**src/rtl/area_timing_pkg.sv**
```systemverilog
// Package: register map, field layout, reset values and shared types of the area timing block
package area_timing_pkg;

    ////////////////////////////////////////////////////////////////////////////////
    // Register byte offsets (one aligned 32-bit word each)
    localparam logic [7:0] area2_wait_control_off = 8'h00;
    localparam logic [7:0] area_config_off = 8'h04;
    localparam logic [7:0] sdram_timing_off = 8'h08;
    localparam logic [7:0] status_off = 8'h0C;

    ////////////////////////////////////////////////////////////////////////////////
    // Area-2 wait control, SDRAM mode
    localparam int cas_lsb = 7;                         // Area-3 CAS latency field, bits 8:7
    localparam int fixed_one_bit = 10;                  // Reads as one
    localparam logic [1:0] cas_reset = 2'h2;            // Three cycles after reset

    // Own area configuration register
    localparam int area2_type_lsb = 0;
    localparam int area3_type_lsb = 2;
    localparam int area2_hold_lsb = 4;
    localparam int area3_hold_lsb = 6;
    localparam logic [7:0] area_config_reset = 8'h00;  // Normal space, 0.5 cycle hold

    // Shared SDRAM timing register
    localparam int precharge_lsb = 0;
    localparam int ras_to_cas_lsb = 2;
    localparam int write_precharge_lsb = 4;
    localparam int refresh_recovery_lsb = 6;
    localparam logic [7:0] sdram_timing_reset = 8'h00;

    // Status register bits
    localparam int placement_error_bit = 0;
    localparam int area2_type_error_bit = 1;
    localparam int access_busy_bit = 2;

    // AHB encodings
    localparam logic [2:0] hsize_word = 3'h2;
    localparam logic [1:0] htrans_nonseq_bit = 2'h2;

    // Access engine defaults
    localparam int strobe_cycles_default = 2;

    ////////////////////////////////////////////////////////////////////////////////
    // Types
    typedef enum logic [1:0] {
        area_normal,
        area_sram_byte,
        area_sdram,
        area_reserved
    } area_type_e;

    // Effective SDRAM timing applied to one area
    typedef struct packed {
        logic [1:0] precharge_wait;
        logic [1:0] ras_to_cas_wait;
        logic [1:0] write_precharge_wait;
        logic [1:0] refresh_recovery_wait;
        logic [1:0] cas_latency_cycles;     // 1, 2 or 3
    } sdram_timing_s;

endpackage

```
**src/rtl/sdram_area_timing_config.sv**
```systemverilog
// Top: AHB-Lite register file, shared SDRAM timing for areas 2 and 3, and strobe hold engine
//
// The register offsets and the AHB-Lite interface to the registers were decided locally.
`timescale 1ns/1ps
`default_nettype none

module sdram_area_timing_config #(
    parameter int addr_w = 24,                                   // External address width
    parameter int strobe_cycles = area_timing_pkg::strobe_cycles_default
) (
    input wire logic hclk,
    input wire logic hresetn,
    // AHB-Lite slave
    input wire logic hsel,
    input wire logic [31:0] haddr,
    input wire logic [1:0] htrans,
    input wire logic hwrite,
    input wire logic [2:0] hsize,
    input wire logic [31:0] hwdata,
    input wire logic hready,
    output logic hreadyout,
    output logic hresp,
    output logic [31:0] hrdata,
    // Access request from the bus controller core
    input wire logic access_req,
    input wire logic access_area,                  // 0 area 2, 1 area 3
    input wire logic access_write,
    input wire logic [addr_w-1:0] access_addr,
    output logic access_ack,
    // External memory pins
    output logic [addr_w-1:0] ext_addr,
    output logic ext_addr_valid,
    output logic [1:0] chip_select_n,              // Index 0 area 2, index 1 area 3
    output logic read_strobe_n,
    output logic write_strobe_n,
    // Effective configuration towards the SDRAM sequencer
    output logic area2_sdram_en,
    output logic area3_sdram_en,
    output area_timing_pkg::sdram_timing_s area2_timing,
    output area_timing_pkg::sdram_timing_s area3_timing
);

    ////////////////////////////////////////////////////////////////////////////////
    // Declarations
    typedef enum logic [1:0] {
        st_idle,
        st_strobe,
        st_hold
    } access_state_e;

    localparam int cnt_w = (strobe_cycles > 1) ? $clog2(strobe_cycles) : 1;
    localparam logic [cnt_w-1:0] strobe_last = cnt_w'(strobe_cycles - 1);

    logic [1:0] cas_q;               // Area-3 CAS latency code
    logic [7:0] area_config_q;       // Area types and hold codes
    logic [7:0] sdram_timing_q;      // The one shared timing copy
    logic wr_pend_q;                 // Write data phase pending
    logic rd_pend_q;                 // Read data phase pending
    logic [7:0] addr_q;              // Latched offset of the data phase
    access_state_e state_q;
    logic [cnt_w-1:0] strobe_cnt_q;
    logic area_q;                    // Area of the access in flight
    logic write_q;
    logic hold_start;
    logic hold_keep;
    logic hold_busy;
    logic [1:0] hold_code;
    logic [31:0] rd_word;
    area_timing_pkg::area_type_e area2_type;
    area_timing_pkg::area_type_e area3_type;
    area_timing_pkg::sdram_timing_s shared_timing;
    logic placement_error;
    logic area2_type_error;
    logic addr_phase;

    ////////////////////////////////////////////////////////////////////////////////
    // AHB-Lite address phase capture
    // Zero-wait slave; only whole-word writes are acted on, reads of any size are answered
    assign hreadyout = 1'b1;
    assign hresp = 1'b0;
    assign addr_phase = hsel & hready & htrans[1];

    always_ff @(posedge hclk or negedge hresetn) begin
        if (!hresetn) begin
            wr_pend_q <= 1'b0;
            rd_pend_q <= 1'b0;
            addr_q <= 8'h00;
        end else if (hready) begin
            wr_pend_q <= addr_phase & hwrite & (hsize == area_timing_pkg::hsize_word);
            rd_pend_q <= addr_phase & ~hwrite;
            addr_q <= haddr[7:0];
        end
    end

    ////////////////////////////////////////////////////////////////////////////////
    // Area-2 wait control register: only the CAS latency field is stored
    always_ff @(posedge hclk or negedge hresetn) begin
        if (!hresetn) begin
            cas_q <= area_timing_pkg::cas_reset;
        end else if (wr_pend_q && addr_q == area_timing_pkg::area2_wait_control_off) begin
            cas_q <= hwdata[area_timing_pkg::cas_lsb +: 2];
        end
    end

    ////////////////////////////////////////////////////////////////////////////////
    // Area configuration register
    always_ff @(posedge hclk or negedge hresetn) begin
        if (!hresetn) begin
            area_config_q <= area_timing_pkg::area_config_reset;
        end else if (wr_pend_q && addr_q == area_timing_pkg::area_config_off) begin
            area_config_q <= hwdata[7:0];
        end
    end

    ////////////////////////////////////////////////////////////////////////////////
    // Shared SDRAM timing register; a single copy so the areas cannot drift apart
    always_ff @(posedge hclk or negedge hresetn) begin
        if (!hresetn) begin
            sdram_timing_q <= area_timing_pkg::sdram_timing_reset;
        end else if (wr_pend_q && addr_q == area_timing_pkg::sdram_timing_off) begin
            sdram_timing_q <= hwdata[7:0];
        end
    end

    ////////////////////////////////////////////////////////////////////////////////
    // Area types and placement checks
    assign area2_type = area_timing_pkg::area_type_e'(area_config_q[area_timing_pkg::area2_type_lsb +: 2]);
    assign area3_type = area_timing_pkg::area_type_e'(area_config_q[area_timing_pkg::area3_type_lsb +: 2]);
    assign area2_sdram_en = (area2_type == area_timing_pkg::area_sdram);
    assign area3_sdram_en = (area3_type == area_timing_pkg::area_sdram);

    // Software is trusted to place a lone SDRAM in area 3; the flag only reports a slip
    assign placement_error = area2_sdram_en & ~area3_sdram_en;
    // With SDRAM only in area 3, area 2 must not be left at a reserved type
    assign area2_type_error = area3_sdram_en & (area2_type == area_timing_pkg::area_reserved);

    ////////////////////////////////////////////////////////////////////////////////
    // Effective timing: both SDRAM areas draw on the same fields
    always_comb begin
        shared_timing.precharge_wait = sdram_timing_q[area_timing_pkg::precharge_lsb +: 2];
        shared_timing.ras_to_cas_wait = sdram_timing_q[area_timing_pkg::ras_to_cas_lsb +: 2];
        shared_timing.write_precharge_wait = sdram_timing_q[area_timing_pkg::write_precharge_lsb +: 2];
        shared_timing.refresh_recovery_wait = sdram_timing_q[area_timing_pkg::refresh_recovery_lsb +: 2];
        // Reserved code 11 is held at three cycles rather than left undefined
        case (cas_q)
            2'h0: shared_timing.cas_latency_cycles = 2'h1;
            2'h1: shared_timing.cas_latency_cycles = 2'h2;
            default: shared_timing.cas_latency_cycles = 2'h3;
        endcase
    end

    // Non-SDRAM areas see zeros so the sequencer cannot act on stale values
    assign area3_timing = area3_sdram_en ? shared_timing : '0;
    assign area2_timing = area2_sdram_en ? shared_timing : '0;

    ////////////////////////////////////////////////////////////////////////////////
    // Read data multiplexer, driven through the data phase
    always_comb begin
        rd_word = 32'h0000_0000;                                           // Unmapped reads zero
        case (addr_q)
            area_timing_pkg::area2_wait_control_off: begin
                rd_word[area_timing_pkg::fixed_one_bit] = 1'b1;
                rd_word[area_timing_pkg::cas_lsb +: 2] = cas_q;             // Bits 9 and 31:11 stay zero; bit 10 reads one
            end
            area_timing_pkg::area_config_off: begin
                rd_word[7:0] = area_config_q;
            end
            area_timing_pkg::sdram_timing_off: begin
                rd_word[7:0] = sdram_timing_q;
            end
            area_timing_pkg::status_off: begin
                rd_word[area_timing_pkg::placement_error_bit] = placement_error;
                rd_word[area_timing_pkg::area2_type_error_bit] = area2_type_error;
                rd_word[area_timing_pkg::access_busy_bit] = (state_q != st_idle);
            end
            default: begin
                rd_word = 32'h0000_0000;
            end
        endcase
    end

    assign hrdata = rd_pend_q ? rd_word : 32'h0000_0000;

    ////////////////////////////////////////////////////////////////////////////////
    // Access engine: strobe for a fixed span, then the programmed hold
    always_ff @(posedge hclk or negedge hresetn) begin
        if (!hresetn) begin
            state_q <= st_idle;
            strobe_cnt_q <= '0;
        end else begin
            case (state_q)
                st_idle: begin
                    if (access_req) begin
                        state_q <= st_strobe;
                        strobe_cnt_q <= strobe_last;
                    end
                end
                st_strobe: begin
                    if (strobe_cnt_q == '0) begin
                        // Strobe negates on this edge; hold window opens
                        state_q <= st_hold;
                    end else begin
                        strobe_cnt_q <= strobe_cnt_q - cnt_w'(1);
                    end
                end
                st_hold: begin
                    if (!hold_busy) begin
                        state_q <= st_idle;
                    end
                end
                default: begin
                    state_q <= st_idle;
                end
            endcase
        end
    end

    ////////////////////////////////////////////////////////////////////////////////
    // Access attributes, latched when the request is taken
    always_ff @(posedge hclk or negedge hresetn) begin
        if (!hresetn) begin
            area_q <= 1'b0;
            write_q <= 1'b0;
            ext_addr <= '0;
        end else if (state_q == st_idle && access_req) begin
            area_q <= access_area;
            write_q <= access_write;
            ext_addr <= access_addr;
        end
    end

    ////////////////////////////////////////////////////////////////////////////////
    // Hold delay per area, chosen when the hold starts
    assign hold_code = area_q ? area_config_q[area_timing_pkg::area3_hold_lsb +: 2]
                              : area_config_q[area_timing_pkg::area2_hold_lsb +: 2];
    assign hold_start = (state_q == st_strobe) && (strobe_cnt_q == '0);

    strobe_hold_timer u_hold (
        .hclk(hclk),
        .hresetn(hresetn),
        .start(hold_start),
        .hold_code(hold_code),
        .keep_q(hold_keep),
        .busy(hold_busy)
    );

    ////////////////////////////////////////////////////////////////////////////////
    // Pin drive: select and address live through strobe plus hold
    // Select is released by the falling-edge flop, which gives the half cycle
    assign ext_addr_valid = (state_q == st_strobe) | hold_keep;
    assign chip_select_n[0] = ~(ext_addr_valid & ~area_q);
    assign chip_select_n[1] = ~(ext_addr_valid & area_q);
    assign read_strobe_n = ~((state_q == st_strobe) & ~write_q);
    assign write_strobe_n = ~((state_q == st_strobe) & write_q);
    assign access_ack = (state_q == st_hold) & ~hold_busy;

endmodule

`default_nettype wire

```
**src/rtl/strobe_hold_timer.sv**
```systemverilog
// Hold timer: keeps address and chip select asserted n+0.5 cycles after strobe negation
`timescale 1ns/1ps
`default_nettype none

module strobe_hold_timer (
    input wire logic hclk,
    input wire logic hresetn,
    input wire logic start,          // High in the last strobe cycle
    input wire logic [1:0] hold_code,
    output logic keep_q,             // Falling-edge flop; low releases the select
    output logic busy
);

    logic pend_q;                    // Hold window in progress
    logic [1:0] cnt_q;               // Whole cycles still to wait

    ////////////////////////////////////////////////////////////////////////////////
    // Whole-cycle part of the delay, counted on rising edges
    always_ff @(posedge hclk or negedge hresetn) begin
        if (!hresetn) begin
            pend_q <= 1'b0;
            cnt_q <= 2'h0;
        end else if (start) begin
            // Load on the edge where the strobe negates
            pend_q <= 1'b1;
            cnt_q <= hold_code;
        end else if (pend_q && cnt_q != 2'h0) begin
            cnt_q <= cnt_q - 2'h1;
        end else begin
            pend_q <= 1'b0;
        end
    end

    ////////////////////////////////////////////////////////////////////////////////
    // Half-cycle part: release on the falling edge after the count runs out
    // The start term covers the falling edge before strobe negation, so no gap opens
    always_ff @(negedge hclk or negedge hresetn) begin
        if (!hresetn) begin
            keep_q <= 1'b0;
        end else begin
            keep_q <= start | (pend_q & (cnt_q != 2'h0));
        end
    end

    // Busy until both halves have finished
    assign busy = pend_q | keep_q;

endmodule

`default_nettype wire

```
**config.mk**
```make
export PLATFORM = sky130hd
export DESIGN_NAME = sdram_area_timing_config
export DESIGN_NICKNAME = d
export VERILOG_FILES = /design/src/rtl/area_timing_pkg.sv /design/src/rtl/sdram_area_timing_config.sv /design/src/rtl/strobe_hold_timer.sv
export SDC_FILE = /design/constraint.sdc
export NUM_CORES = 1
export LEC_CHECK = 0
export BUFFER_PORTS_ARGS = -buffer_cell sky130_fd_sc_hd__buf_4
export CORE_UTILIZATION = 39
export DETAILED_ROUTE_END_ITERATION = 16
export PLACE_DENSITY = 0.82
export SETUP_SLACK_MARGIN = 0.15
export SYNTH_ARGS = -nofsm -noshare
export SYNTH_HDL_FRONTEND = slang
export SYNTH_SLANG_ARGS = --single-unit
export TNS_END_PERCENT = 5
```
**constraint.sdc**
```tcl
create_clock -name hclk -period 1.6 [get_ports hclk]
set_input_delay 0.32 -clock hclk [delete_from_list [all_inputs] [get_ports hclk]]
set_output_delay 0.32 -clock hclk [all_outputs]
set_load 0.01 [all_outputs]
```
Word-level counts from Yosys, hierarchy flattened
Cells that the tools add are included.

Word-level logic and storage cells: 92. Output and inout bits: 86. Flip-flop bits (word level): 61.

Mux-type cells: 21. $add $sub $neg: 2. Bitwise logic cells: 26. Equality and inequality tests: 14. Reduce and logical (&&, ||, !) cells: 15.

Operator list (count): $mux 10 (2); $eq 8x4->1 const B (2); $and 1x1->1 (13); $mux 2 (6); $mux 11 (1); $not 1->1 (10); $pmux 3 s3 (1); $eq 2x2->1 const B (4); $eq 8x3->1 const B (1); $logic_not 8->1 (1); $pmux 4 s2 (1); $reduce_bool 2->1 (4); $logic_and 1x1->1 (6); $mux 1 (6); $ne 2x2->1 const B (3); $pmux 2 s3 (1); $eq 2x1->1 const B (2); $logic_not 2->1 (2); $pmux 2 s2 (1); $eq 3x2->1 const B (1); $or 1x1->1 (3); $pmux 1 s3 (1); $reduce_and 3->1 (1); $ne 2x1->1 const B (1); 4 further kinds (4).

Logic depth before layout (Yosys ltp)
Depth in word-level cells: 5. Depth in mapped cells: 5. Gate-level depth less buffers: 5.

By module
A second synthesis with hierarchy kept.

Cell total of the unflattened synthesis: 247. Area, all modules: 3006.6 µm².

Modules (own cells, without submodules): sdram_area_timing_config (area an instance 2806.4 µm², instances 1, cells each 229, seq. area each 1427.6 µm²); strobe_hold_timer (area an instance 200.2 µm², instances 1, cells each 18, seq. area each 100.1 µm²).

==> impl_results.md <==
* Placeable Area at 7370 µm²
* Std-Cell Rows at 31
* Number of antenna repair diodes at 0
* Number of antenna violations at the first check in global routing at 0
* Yosys warning count at 0
* Violated checks: negative setup slack
* Slowest stage delay, CP at 0.37 ns
* Number of global-route vias before repair at 2399
* Element type at the critical path start: register
* Detailed Route WL at 7.77 mm
* Cell with the largest stage delay on the worst path: sky130_fd_sc_hd__dfrtn_1
* Count of different cell masters after synthesis at 38
* Post-layout utilization of the core at 0.604
* Final HPWL from detailed placement at roughly 5.7 mm
* Initial DRC Count at 137
* Area taken by multi-input logic gates at roughly 1500 µm²
* Pin count of the biggest net entering global routing at 61
* Worst vdd ir at approximately 1.1 mV
* Antenna violation net count after detailed routing at 0
* Pleak at 2.14 nW
* Proportion of layout cells with a drive suffix above 1 at 0.611
* Overall via count from detail_route at 2348
* Chip Width at 89.9 µm
* Library cell used as clock root buffer: sky130_fd_sc_hd__clkbuf_8
* CP bufs+invs at 1
* Status: finished with violations
* Reg area at 1530 µm²
* Average detailed-routed wire length per instance at 16.0 µm
* Worst slack at placement at -0.327 ns
* Cell types with the highest counts after synthesis: 59 x sky130_fd_sc_hd__dfrtp_1, 52 x sky130_fd_sc_hd__mux2_2, 27 x sky130_fd_sc_hd__buf_4
* Worst Slack Setup Final at -0.649 ns
* Worst-case clock skew at 0.0104 ns
* Worst skew pair latency at 0.33 ns
* Worst setup path category: register to primary output
* Setup repair after global routing missed its margin: yes
* Maximum count of clock buffers along a single path at 2
* Vias per cell at 4.84
* Most used standard cell by instance count after synthesis: sky130_fd_sc_hd__dfrtp_1
* Cell type group with the largest total delay on the critical path: flip-flops
* Overall die area at 8080 µm²
* Post-Syn Instances at 247
* Data arrival time of the worst path at 1.93 ns
* Routability-driven placement congestion ratio at 0.813
* Leading area contributor after synthesis: sky130_fd_sc_hd__dfrtp_1
* Number of max-capacitance violations reported at 0
* Share of synthesized registers carrying an async set or reset at 1.00
* Count of input and output buffers at 114
* Final setup fails at 44
* Cts bufs inserted at 9
* Class of the tightest hold or removal check: primary input to async pin
* 1st-pass router iterations at 4
* Number of I/O pins at between 150 and 200
* GRT overflow at 0
* Sequence of cells on the critical path: or2_4, nand2_2, buf_6
* Top FF cell, synth: sky130_fd_sc_hd__dfrtp_1
* Overall die height at 89.9 µm
* Global-route usage over all layers at 0.193
* Ratio of total power to cell area at around 1400 nW/µm²
* First-pass GRT wire length at 12.3 mm
* Endpoint type of the worst setup path: primary output
* Required time of the critical path at 1.28 ns
* Main area contributors after synthesis: sky130_fd_sc_hd__dfrtp_1 49%, sky130_fd_sc_hd__mux2_2 19%, sky130_fd_sc_hd__buf_4 6.7%, sky130_fd_sc_hd__and2_1 3.3%, sky130_fd_sc_hd__nor2b_1 1.9%
* Worst-Margin Slew at approximately 0.75 ns
* Max Slew Vio Count at 0
* Number of hold violations in the final report at 0
* Biggest fanout along the worst timing path at 3
* Clk sinks at 61
* Starting density of the core at 0.409
* Count of flip-flops with a built-in enable after synthesis at 0
* Layout overhead on the synthesized area at 47.9%
* Area share of the largest cell type after synthesis at 0.490
* Avg Synthesized Cell Area at roughly 12 µm²
* Flop and latch count out of synthesis at 61
* Nets@finish at 483
* H-Tree Depth at 3
* Synth Cell Area at 3010 µm²
* Relative slew slack at 0.503
* Post-CTS setup buffers at 0
* Clock transition at the registers of the reported paths at 0.07 ns
* Post-synthesis sequential area ratio at 0.507
* TritonCTS clock tree: yes
* Number of DRC violations after detailed routing at 0
* Filler instances at 607
-- flip-flops by register name (all words and copies together), names as in the netlist --
| register | cells |
|---|---|
| u_hold.keep_q | 1 |
| state_q | 2 |
| u_hold.cnt_q | 2 |
| area_config_q | 8 |
| write_q | 1 |
| sdram_timing_q | 8 |
| addr_q | 8 |
| cas_q | 2 |
| rd_pend_q | 1 |
| area_q | 1 |
| wr_pend_q | 1 |
| ext_addr | 24 |
| strobe_cnt_q | 1 |
| u_hold.pend_q | 1 |
-- repair_timing --
item / in CTS / in global routing
hold buffers: 0 / 0
setup endpoints to repair: 84 / 84
cloned: 0 / 0
pin swaps: 4 / 3
resized for setup: 46 / 20
-- layout make-up --
cell class                 count  area share
sequential                    61       0.343
multi-input combinational    167       0.339
timing repair buffer         135       0.242
clock buffer                  12      0.0348
tap                           99      0.0278
inverter                       7     0.00759
clock inverter                 4     0.00506
-- report_power, final --
| group | internal, mW | switching [mW] | total, mW |
|---|---|---|---|
| registers | 2.03 | 0.342 | 2.37 |
| logic | 1.61 | 1.11 | 2.73 |
| clock network | 0.639 | 0.577 | 1.22 |
-- path summary, 6_finish.rpt --
check / depth (start not counted) / to / from / slack (ns)
worst max-delay path: 3 / chip_select_n[1] / u_hold.keep_q$_DFF_NN0_ / -0.65
worst min-delay path: 2 / u_hold.cnt_q[1]$_DFFE_PN0P_ / hresetn / 0.18
worst max register to register: 2 / u_hold.keep_q$_DFF_NN0_ / state_q[0]$_DFFE_PN0P_ / -0.06
worst min register to register: 1 / addr_q[7]$_DFFE_PN0P_ / addr_q[7]$_DFFE_PN0P_ / 0.51
max in group asynchronous: 2 / area_config_q[0]$_DFFE_PN0P_ / hresetn / 0.90
min in group hclk: 2 / ext_addr[14]$_DFFE_PN0P_ / access_addr[14] / 0.22
-- layer usage --
layer / part of all wire / global-route usage / vias to the layer above / routed length, µm
li1: - / - / 1068 / -
met1: 0.41 / 0.235 / 1158 / 3200
met2: 0.52 / 0.338 / 100 / 4030
met3: 0.037 / 0.0228 / 22 / 288
met4: 0.032 / 0.0968 / 0 / 252
met5: 0 / 0 / - / 0
-- stage by stage --
| stage | TNS, ns | hold slack (ns) | power (mW) | instances | instance area, µm² |
|---|---|---|---|---|---|
| finish | -8.04 | 0.178 | 6.31 | 485 | 4450 |
| floorplan | -1.68 | 0.0244 | 3.63 | 269 | 3130 |
| global route | -12.00 | 0.213 | 6.64 | 485 | 4450 |
| global placement | -2.07 | 0.491 | 4.63 | 469 | 4030 |
| detailed placement | -2.62 | 0.496 | 4.77 | 469 | 4030 |
| CTS | -7.86 | 0.192 | 6.30 | 485 | 4370 |
-- cells in the final DEF (no fill, tap or decap), types with 3 or more instances in the layout --
master	instances
sky130_fd_sc_hd__clkbuf_8	11
sky130_fd_sc_hd__nand4_1	3
sky130_fd_sc_hd__conb_1	24
sky130_fd_sc_hd__dfrtp_1	58
sky130_fd_sc_hd__and2_4	4
sky130_fd_sc_hd__buf_6	14
sky130_fd_sc_hd__inv_1	6
sky130_fd_sc_hd__nor2_2	5
sky130_fd_sc_hd__mux2i_1	3
sky130_fd_sc_hd__and2_1	12
sky130_fd_sc_hd__nor2_1	5
sky130_fd_sc_hd__o21ai_0	6
sky130_fd_sc_hd__mux2_2	28
sky130_fd_sc_hd__mux2_4	24
sky130_fd_sc_hd__nand2_1	4
sky130_fd_sc_hd__a22oi_1	5
sky130_fd_sc_hd__nor2b_1	8
sky130_fd_sc_hd__clkinv_2	3
sky130_fd_sc_hd__buf_4	120
-- cell families (layout without fill, tap and decap cells) --
kind of cell               Yosys count  count (layout)  synth area share
and+or+nand+nor                     64              64             0.147
DFF                                 61              61             0.507
muxes                               55              55             0.204
buffers and inverters               41             158            0.0868
AOI/OAI and AO/OA                   22              22            0.0449
other                                2              24           0.00249
adders and majority gates            1               1           0.00415
xor gates and xnor gates             1               1           0.00291
Note: power is estimated with default switching activity, not from simulation.
